==> config.mk <==
export PLATFORM = sky130hd
export DESIGN_NAME = dcsr_bank
export DESIGN_NICKNAME = d
export VERILOG_FILES = /design/src/verilog/dcsr_bank.v
export VERILOG_INCLUDE_DIRS = /design/src /design/src/verilog
export SDC_FILE = /design/constraint.sdc
export NUM_CORES = 1
export LEC_CHECK = 0
export ABC_AREA = 0
export BUFFER_PORTS_ARGS = -buffer_cell sky130_fd_sc_hd__clkbuf_2
export CAP_MARGIN = 20
export CORE_MARGIN = 2
export CORE_UTILIZATION = 46
export DETAILED_ROUTE_END_ITERATION = 8
export PLACE_DENSITY = 0.73
export SLEW_MARGIN = 20
export SYNTH_ARGS = -nofsm -noshare
export SYNTH_HDL_FRONTEND = slang
export SYNTH_SLANG_ARGS = --single-unit
==> constraint.sdc <==
create_clock -name clk_sys -period 7.1 [get_ports clk_sys]
set_clock_uncertainty 0.15 [all_clocks]
set_input_delay 1.42 -clock clk_sys [delete_from_list [all_inputs] [get_ports clk_sys]]
set_output_delay 1.42 -clock clk_sys [all_outputs]
set_load 0.01 [all_outputs]
==> src/verilog/dcsr_regs.vh <==
`ifndef DCSR_REGS_VH
`define DCSR_REGS_VH

// ==========================================================
// register addresses
`define DCSR_ADDR_RUN_CMD      16'h2000
`define DCSR_ADDR_FREQ_REF     16'h2001
`define DCSR_ADDR_PID_SET      16'h2002
`define DCSR_ADDR_PID_FB       16'h2003
`define DCSR_ADDR_TORQUE_SET   16'h2004
`define DCSR_ADDR_FWD_CEIL     16'h2005
`define DCSR_ADDR_REV_CEIL     16'h2006
`define DCSR_ADDR_MOT_TQ_CEIL  16'h2007
`define DCSR_ADDR_BRK_TQ_CEIL  16'h2008
`define DCSR_ADDR_SPECIAL_CTL  16'h2009
`define DCSR_ADDR_VIRT_IN      16'h200a
`define DCSR_ADDR_VIRT_OUT     16'h200b
`define DCSR_ADDR_VOLT_SET     16'h200c
`define DCSR_ADDR_AO1_SET      16'h200d

// ==========================================================
// bank indices (address minus first bank address)
`define DCSR_NUM_REGS          13
`define DCSR_IDX_FREQ_REF      4'd0
`define DCSR_IDX_PID_SET       4'd1
`define DCSR_IDX_PID_FB        4'd2
`define DCSR_IDX_TORQUE_SET    4'd3
`define DCSR_IDX_FWD_CEIL      4'd4
`define DCSR_IDX_REV_CEIL      4'd5
`define DCSR_IDX_MOT_TQ_CEIL   4'd6
`define DCSR_IDX_BRK_TQ_CEIL   4'd7
`define DCSR_IDX_SPECIAL_CTL   4'd8
`define DCSR_IDX_VIRT_IN       4'd9
`define DCSR_IDX_VIRT_OUT      4'd10
`define DCSR_IDX_VOLT_SET      4'd11
`define DCSR_IDX_AO1_SET       4'd12

// ==========================================================
// reset values
`define DCSR_RST_REG           16'h0000
`define DCSR_RST_RUN_CMD       16'h0000

// ==========================================================
// field layout
`define DCSR_MASK_SPECIAL_CTL  16'h003f
`define DCSR_MASK_VIRT_IN      16'h03ff
`define DCSR_MASK_VIRT_OUT     16'h000f
`define DCSR_BIT_MOTOR_LO      0
`define DCSR_BIT_MOTOR_HI      1
`define DCSR_BIT_TQ_DISABLE    2
`define DCSR_BIT_POWER_CLEAR   3
`define DCSR_BIT_PRE_EXCITE    4
`define DCSR_BIT_DC_BRAKE      5

// ==========================================================
// value ranges
`define DCSR_MAX_PERMILLE      16'h03e8
`define DCSR_MAX_TORQUE        16'h0bb8
`define DCSR_MIN_TORQUE_S      16'hf448
`define DCSR_MIN_AO_S          16'hfc18
`define DCSR_RUN_JOG_STOP      16'h0008
`define DCSR_RUN_CMD_MAX       16'h0008
`define DCSR_RUN_CMD_MIN       16'h0001

// ==========================================================
// command codes and exception codes
`define DCSR_FN_READ           8'h03
`define DCSR_FN_WRITE_ONE      8'h06
`define DCSR_FN_WRITE_MANY     8'h10
`define DCSR_MAX_WRITE_QTY     16'h0010
`define DCSR_EX_NONE           8'h00
`define DCSR_EX_FUNC           8'h01
`define DCSR_EX_ADDR           8'h02
`define DCSR_EX_VALUE          8'h03

`endif

==> src/verilog/dcsr_bank.v <==
// Overview of operation
// - run command 0008H ends jog, stops motor
// - frequency reference at FREQUENCY_REFERENCE, 0.01 Hz
// - PID setpoint at PID_SETPOINT, 0 to 1000
// - PID feedback at PID_FEEDBACK, 0 to 1000
// - signed torque setpoint TORQUE_SETPOINT, +-3000
// - forward frequency ceiling at FORWARD_FREQ_CEILING
// - reverse frequency ceiling at REVERSE_FREQ_CEILING
// - motoring torque ceiling MOTORING_TORQUE_CEILING, 0 to 3000
// - braking torque ceiling BRAKING_TORQUE_CEILING, 0 to 3000
// - control word bits 1..0 select motor
// - control word bit 2 disables torque control
// - control word bit 3 clears power total
// - control word bit 4 requests pre-excitation
// - control word bit 5 requests DC braking
// - virtual input image VIRTUAL_INPUT_IMAGE, ten bits
// - virtual output image VIRTUAL_OUTPUT_IMAGE, four bits
// - voltage setpoint VOLTAGE_SETPOINT, 0 to 1000
// - signed analog output one setpoint ANALOG_OUT_ONE_SETPOINT
// - continuous write carries at most 16 words
// - single or continuous write commands store
`timescale 1ns/1ps
`include "dcsr_regs.vh"

module dcsr_bank (
  input  wire        clk_sys,
  input  wire        rst,
  input  wire        acc_valid,
  input  wire [7:0]  acc_func,
  input  wire [15:0] acc_addr,
  input  wire [15:0] acc_wdata,
  input  wire [15:0] acc_qty,
  input  wire [15:0] max_out_freq,
  output reg         rsp_valid,
  output reg  [7:0]  rsp_code,
  output reg  [15:0] rsp_rdata,
  output reg         jog_stop_req,
  output reg         power_accum_clear,
  output wire [15:0] frequency_reference,
  output wire [15:0] pid_setpoint,
  output wire [15:0] pid_feedback,
  output wire [15:0] torque_setpoint,
  output wire [15:0] forward_freq_ceiling,
  output wire [15:0] reverse_freq_ceiling,
  output wire [15:0] motoring_torque_ceiling,
  output wire [15:0] braking_torque_ceiling,
  output wire [1:0]  motor_select,
  output wire        torque_ctrl_disable,
  output wire        pre_excite_req,
  output wire        dc_brake_req,
  output wire [9:0]  virtual_input_image,
  output wire [3:0]  virtual_output_image,
  output wire [15:0] voltage_setpoint,
  output wire [15:0] analog_out_one_setpoint
);

  // ==========================================================
  // decode
  wire [15:0] bank [0:12];
  reg  [15:0] run_command;
  reg  [15:0] rel_addr;
  reg  [3:0]  idx;
  reg         in_bank;
  reg         is_run;
  reg         is_write;
  reg         in_range;
  reg  [15:0] keep_mask;
  reg  [7:0]  next_code;
  reg  [15:0] next_rdata;
  reg         do_write;

  always @* begin
    rel_addr = acc_addr - `DCSR_ADDR_FREQ_REF;
    idx      = rel_addr[3:0];
    in_bank  = (acc_addr >= `DCSR_ADDR_FREQ_REF) &&
               (acc_addr <= `DCSR_ADDR_AO1_SET);
    is_run   = (acc_addr == `DCSR_ADDR_RUN_CMD);
    is_write = (acc_func == `DCSR_FN_WRITE_ONE) ||
               (acc_func == `DCSR_FN_WRITE_MANY);
  end

  // upper bits of narrow registers are dropped on write
  always @* begin
    case (idx)
      `DCSR_IDX_SPECIAL_CTL: keep_mask = `DCSR_MASK_SPECIAL_CTL;
      `DCSR_IDX_VIRT_IN:     keep_mask = `DCSR_MASK_VIRT_IN;
      `DCSR_IDX_VIRT_OUT:    keep_mask = `DCSR_MASK_VIRT_OUT;
      default:               keep_mask = 16'hffff;
    endcase
  end

  // ==========================================================
  // value range check
  always @* begin
    in_range = 1'b1;
    if (is_run) begin
      in_range = (acc_wdata >= `DCSR_RUN_CMD_MIN) &&
                 (acc_wdata <= `DCSR_RUN_CMD_MAX);
    end else begin
      case (idx)
        `DCSR_IDX_FREQ_REF:
          in_range = (acc_wdata <= max_out_freq);
        `DCSR_IDX_FWD_CEIL:
          in_range = (acc_wdata <= max_out_freq);
        `DCSR_IDX_REV_CEIL:
          in_range = (acc_wdata <= max_out_freq);
        `DCSR_IDX_PID_SET:
          in_range = (acc_wdata <= `DCSR_MAX_PERMILLE);
        `DCSR_IDX_PID_FB:
          in_range = (acc_wdata <= `DCSR_MAX_PERMILLE);
        `DCSR_IDX_VOLT_SET:
          in_range = (acc_wdata <= `DCSR_MAX_PERMILLE);
        `DCSR_IDX_MOT_TQ_CEIL:
          in_range = (acc_wdata <= `DCSR_MAX_TORQUE);
        `DCSR_IDX_BRK_TQ_CEIL:
          in_range = (acc_wdata <= `DCSR_MAX_TORQUE);
        `DCSR_IDX_TORQUE_SET:
          in_range = ($signed(acc_wdata) >= $signed(`DCSR_MIN_TORQUE_S)) &&
                     ($signed(acc_wdata) <= $signed(`DCSR_MAX_TORQUE));
        `DCSR_IDX_AO1_SET:
          in_range = ($signed(acc_wdata) >= $signed(`DCSR_MIN_AO_S)) &&
                     ($signed(acc_wdata) <= $signed(`DCSR_MAX_PERMILLE));
        default:
          in_range = 1'b1;
      endcase
    end
  end

  // ==========================================================
  // access check and answer
  always @* begin
    next_code  = `DCSR_EX_NONE;
    next_rdata = 16'h0000;
    do_write   = 1'b0;
    if (!is_write && (acc_func != `DCSR_FN_READ)) begin
      next_code = `DCSR_EX_FUNC;
    end else if (!in_bank && !is_run) begin
      next_code = `DCSR_EX_ADDR;
    end else if ((acc_func == `DCSR_FN_WRITE_MANY) &&
                 ((acc_qty == 16'h0000) ||
                  (acc_qty > `DCSR_MAX_WRITE_QTY))) begin
      next_code = `DCSR_EX_VALUE;
    end else if (is_write && !in_range) begin
      next_code = `DCSR_EX_VALUE;
    end else if (is_write) begin
      do_write   = 1'b1;
      next_rdata = acc_wdata;
    end else if (is_run) begin
      next_rdata = run_command;
    end else begin
      next_rdata = bank[idx];
    end
  end

  // ==========================================================
  // bank storage
  genvar gi;
  generate
    for (gi = 0; gi < `DCSR_NUM_REGS; gi = gi + 1) begin : g_reg
      reg [15:0] value;
      always @(posedge clk_sys) begin
        if (rst) begin
          value <= `DCSR_RST_REG;
        end else if (acc_valid && do_write && in_bank && (idx == gi)) begin
          value <= acc_wdata & keep_mask;
        end
      end
      assign bank[gi] = value;
    end
  endgenerate

  // ==========================================================
  // run command, answer and one-cycle strobes
  always @(posedge clk_sys) begin
    if (rst) begin
      run_command       <= `DCSR_RST_RUN_CMD;
      rsp_valid         <= 1'b0;
      rsp_code          <= `DCSR_EX_NONE;
      rsp_rdata         <= 16'h0000;
      jog_stop_req      <= 1'b0;
      power_accum_clear <= 1'b0;
    end else begin
      rsp_valid         <= acc_valid;
      rsp_code          <= acc_valid ? next_code : `DCSR_EX_NONE;
      rsp_rdata         <= acc_valid ? next_rdata : 16'h0000;
      jog_stop_req      <= acc_valid && do_write && is_run &&
                           (acc_wdata == `DCSR_RUN_JOG_STOP);
      power_accum_clear <= acc_valid && do_write && in_bank &&
                           (idx == `DCSR_IDX_SPECIAL_CTL) &&
                           acc_wdata[`DCSR_BIT_POWER_CLEAR];
      if (acc_valid && do_write && is_run) begin
        run_command <= acc_wdata;
      end
    end
  end

  // ==========================================================
  // register images to the drive
  assign frequency_reference     = bank[`DCSR_IDX_FREQ_REF];
  assign pid_setpoint            = bank[`DCSR_IDX_PID_SET];
  assign pid_feedback            = bank[`DCSR_IDX_PID_FB];
  assign torque_setpoint         = bank[`DCSR_IDX_TORQUE_SET];
  assign forward_freq_ceiling    = bank[`DCSR_IDX_FWD_CEIL];
  assign reverse_freq_ceiling    = bank[`DCSR_IDX_REV_CEIL];
  assign motoring_torque_ceiling = bank[`DCSR_IDX_MOT_TQ_CEIL];
  assign braking_torque_ceiling  = bank[`DCSR_IDX_BRK_TQ_CEIL];
  assign motor_select            =
    bank[`DCSR_IDX_SPECIAL_CTL][`DCSR_BIT_MOTOR_HI:`DCSR_BIT_MOTOR_LO];
  assign torque_ctrl_disable     =
    bank[`DCSR_IDX_SPECIAL_CTL][`DCSR_BIT_TQ_DISABLE];
  assign pre_excite_req          =
    bank[`DCSR_IDX_SPECIAL_CTL][`DCSR_BIT_PRE_EXCITE];
  assign dc_brake_req            =
    bank[`DCSR_IDX_SPECIAL_CTL][`DCSR_BIT_DC_BRAKE];
  // bit order: inputs 1-4, pulse a, pulse b, inputs 5-8
  assign virtual_input_image     = bank[`DCSR_IDX_VIRT_IN][9:0];
  // bit order: open collector, pulse out, relay first, relay second
  assign virtual_output_image    = bank[`DCSR_IDX_VIRT_OUT][3:0];
  assign voltage_setpoint        = bank[`DCSR_IDX_VOLT_SET];
  assign analog_out_one_setpoint = bank[`DCSR_IDX_AO1_SET];

endmodule // dcsr_bank

==> summary.txt <==
Power and ir drop
  – P_sw: 736 uW
  – Power per standard cell area: just over 200 nW/um^2
  – Internal: ~2.3 mW
  – Flop pwr share: 0.449
  – Sw frac: 0.240
  – Leak pwr: just under 7 nW
  – Peak VDD IR: between 0.15 and 0.2 mV
  – Power share of the clock group: 0.471
  – Logic pwr share: 0.080

Setup path
  – CP endpoint kind: flop
  – Critical Path AT: between 4000 and 5000 ps
  – Slowest stage delay, CP: just under 800 ps
  – CP most frequent cell: buf_4
  – Critical path type: primary input to flop
  – Slowest cell on crit path: a2111o_1
  – Critical path launch point type: primary input
  – Worst Path Required: around 7400 ps
  – Largest fanout on the critical path: 21
  – Cells along the critical path: buf_4, inv_1, ha_1, nor2b_1, a21oi_1, a2bb2oi_2, buf_4, o21bai_1, a221o_1, a2111o_1, and3b_1

Global routing
  – Global Route Usage Sum: 0.266
  – Vias in the first global route: about 10000
  – GR Overflow Total: 0
  – First-pass GRT wire length: ~60000 um
  – Antenna violations before repair: 0
  – Largest net degree at the start of global routing: 150

Timing
  – Setup TNS: 0 ps
  – Hold Vio Cnt, Final: 0
  – Setup WS post-layout: approximately 2500 ps
  – Max-slew violation count: 0
  – Actual slew at the worst max-slew pin: between 900 and 1000 ps
  – Post-layout minimum cycle time: 4630 ps
  – Slew Limit Headroom: 0.341
  – Final period util: 0.652
  – Fmax: ~220 MHz
  – Unrepaired setup endpoints after global routing: no
  – Worst hold margin: about 310 ps
  – Final setup viols: 0

CTS
  – Sink Count: 245
  – CTS resizes: 0
  – TritonCTS clock tree: yes
  – Worst-Skew Late Latency: approximately 540 ps
  – H-tree levels: 1
  – Post-CTS Setup Bufs: 0
  – Clk buf depth: 3
  – Worst-path clk slew: roughly 60 ps
  – Hold_buf cts: 0
  – CTS buffer count: 27
  – Root buffer cell: clkbuf_16

Drt
  – Total wire length: approximately 40000 um
  – Antenna viol nets, final: 0
  – Via count: between 10000 and 15000
  – DRC Markers: 0
  – Detailed Routing Iterations Pass 1: 5
  – Routed vias/inst: approximately 5.7
  – Detailed-route wire length per cell: 22.2 um
  – Initial DRC Count: 820

Final layout
  – N_diodes: 0
  – Growth of design area from synthesis to finish: 17.2%
  – Nets: approximately 1500
  – Fill count: approximately 2400
  – Fraction of layout cells with a size suffix above 1: 0.298

Placement
  – Dpl hpwl: 27800 um
  – PortBufs: about 270
  – Dpl ws: approximately 1900 ps
  – GPL Wtd Cong: ~0.9

Floorplan
  – Die Area: 29100 um^2
  – Chip Width: between 150 and 200 um
  – I/O Pins: about 280
  – Initial core utilization: 0.471
  – Chip Height: 171 um
  – Row count: 60
  – Area of the core: about 27000 um^2

Logic synthesis
  – Number of enable flip-flop cells after synthesis: 0
  – Synth top area share: 0.385
  – Largest area contributor in the netlist: dfxtp_1
  – Ys async rst share: 0
  – Main synth FF type: dfxtp_1
  – Synthesized area: between 10000 and 15000 um^2
  – Post-synth cell types: 81
  – Biggest area contributors in the synthesized netlist: dfxtp_1, mux2i_1, nand2b_1, mux4_2, ha_1
  – Post-synthesis sequential area ratio: 0.385
  – Yosys reg bits: between 200 and 250
  – Mapped Cells: about 1200
  – Yosys warns: 0
  – Syn_area_per_cell: 10.7 um^2

Run status
  – Status: finished clean

Min path
  – Hold crit path type: flop to flop

Job
  – Max-cap violations: 0
[cell families after synthesis]
logic type / share of synthesized area
compound gates: 0.102
fa+ha+maj: 0.0216
mux: 0.233
simple gates: 0.194
xor+xnor: 0.00275
other cells: 0.000294
buf+inv: 0.0621
flops: 0.385
[flip-flops by register name (all words and copies together), names as in the netlist]
signal and count:
analog_out_one_setpoint 16, braking_torque_ceiling 16, forward_freq_ceiling 16, frequency_reference 16, g.value 48, jog_stop_req 1
motoring_torque_ceiling 16, pid_feedback 16, pid_setpoint 16, power_accum_clear 1, reverse_freq_ceiling 16, rsp_code 2
rsp_rdata 16, rsp_valid 1, run_command 16, torque_setpoint 16, voltage_setpoint 16
[synthesized netlist by cell type, types with 5 or more instances]
cell / count
o21ai_4: 8
buf_2: 12
a21oi_1: 15
buf_6: 6
nand2b_1: 210
inv_1: 23
ha_1: 22
and2_1: 13
buf_8: 8
mux2i_1: 189
o21ai_0: 21
mux4_2: 48
nand4_1: 7
and3b_1: 12
nor2_1: 19
a2bb2oi_1: 17
and3_1: 16
nor3b_1: 14
buf_4: 28
clkbuf_1: 62
a2111oi_0: 17
nand2_1: 43
nor3_1: 8
nor2b_1: 5
a221oi_1: 18
dfxtp_1: 245
nor4_1: 7
[worst paths after layout]
check,startpoint,endpoint,slack [ps],cells after the start
hold / removal,run_command[15],run_command[15],310,1
setup reg to reg,voltage_setpoint[8],rsp_rdata[8],4860,5
setup / recovery,acc_addr[0],g_reg[10].value[13],2470,11
hold reg to reg,run_command[15],run_command[15],310,1
[worst max-delay path: cells and delay by family]
family          cells  cell delay, ps
buf+inv             3             580
simple gates        2             630
fa+ha+maj           1             450
compound gates      5            1810
[cells in the final DEF (no fill, tap or decap), types with 5 or more instances in the layout]
| cell | synthesis | layout |
|---|---|---|
| nand2b_1 | 210 | 210 |
| nor3b_1 | 14 | 14 |
| mux4_2 | 48 | 48 |
| a21oi_1 | 15 | 15 |
| a221oi_1 | 18 | 17 |
| ha_1 | 22 | 21 |
| buf_4 | 28 | 13 |
| a2111oi_0 | 17 | 17 |
| conb_1 | 1 | 6 |
| and3_1 | 16 | 16 |
| a2bb2oi_1 | 17 | 16 |
| nand2_1 | 43 | 43 |
| nor2b_1 | 5 | 5 |
| dfxtp_1 | 245 | 245 |
| nor2_1 | 19 | 19 |
| mux2i_1 | 189 | 189 |
| and3b_1 | 12 | 12 |
| nor4_1 | 7 | 7 |
| and2_1 | 13 | 13 |
| clkbuf_16 | 0 | 27 |
| clkbuf_2 | 0 | 272 |
| clkbuf_8 | 0 | 9 |
| nor3_1 | 8 | 8 |
| o21ai_0 | 21 | 21 |
| inv_1 | 23 | 23 |
| o21ai_4 | 8 | 8 |
| nand4_1 | 7 | 7 |
[metal layers]
layer / wire length (um) / track usage / up-vias
met5: 0 / 0 / -
met4: 1610 / 0.106 / 0
met3: 3450 / 0.0662 / 104
met2: 18300 / 0.431 / 446
met1: 16100 / 0.339 / 5027
li1: - / - / 4653
[power groups by stage]
stage | Sequential, mW | Clock (mW) | Combinational, mW
detailed placement | 1.41 | 0 | 0.240
floorplan | 1.41 | 0 | 0.164
global placement | 1.41 | 0 | 0.237
global route | 1.37 | 1.51 | 0.261
finish | 1.38 | 1.44 | 0.244
CTS | 1.38 | 1.45 | 0.241
[metrics by stage]
step                instance area, um^2  utilization  power (mW)  instances
detailed placement                14000        0.517        1.65       1735
global placement                  14000        0.517        1.64       1735
finish                            14900        0.551        3.06       1783
CTS                               14900        0.551        3.07       1783
floorplan                         12800            -        1.57       1195
global route                      14900        0.551        3.15       1783
[area by class of cell]
type | instances | area [um^2] | share of cell area
clock buffer | 40 | 815 | 0.0545
clock inverter | 8 | 104 | 0.00695
inverter | 25 | 93.8 | 0.00628
multi-input combinational | 807 | 7090 | 0.474
sequential | 245 | 4900 | 0.328
tap | 372 | 465 | 0.0312
timing repair buffer | 286 | 1470 | 0.0984
(Power assumes the default switching activity.)
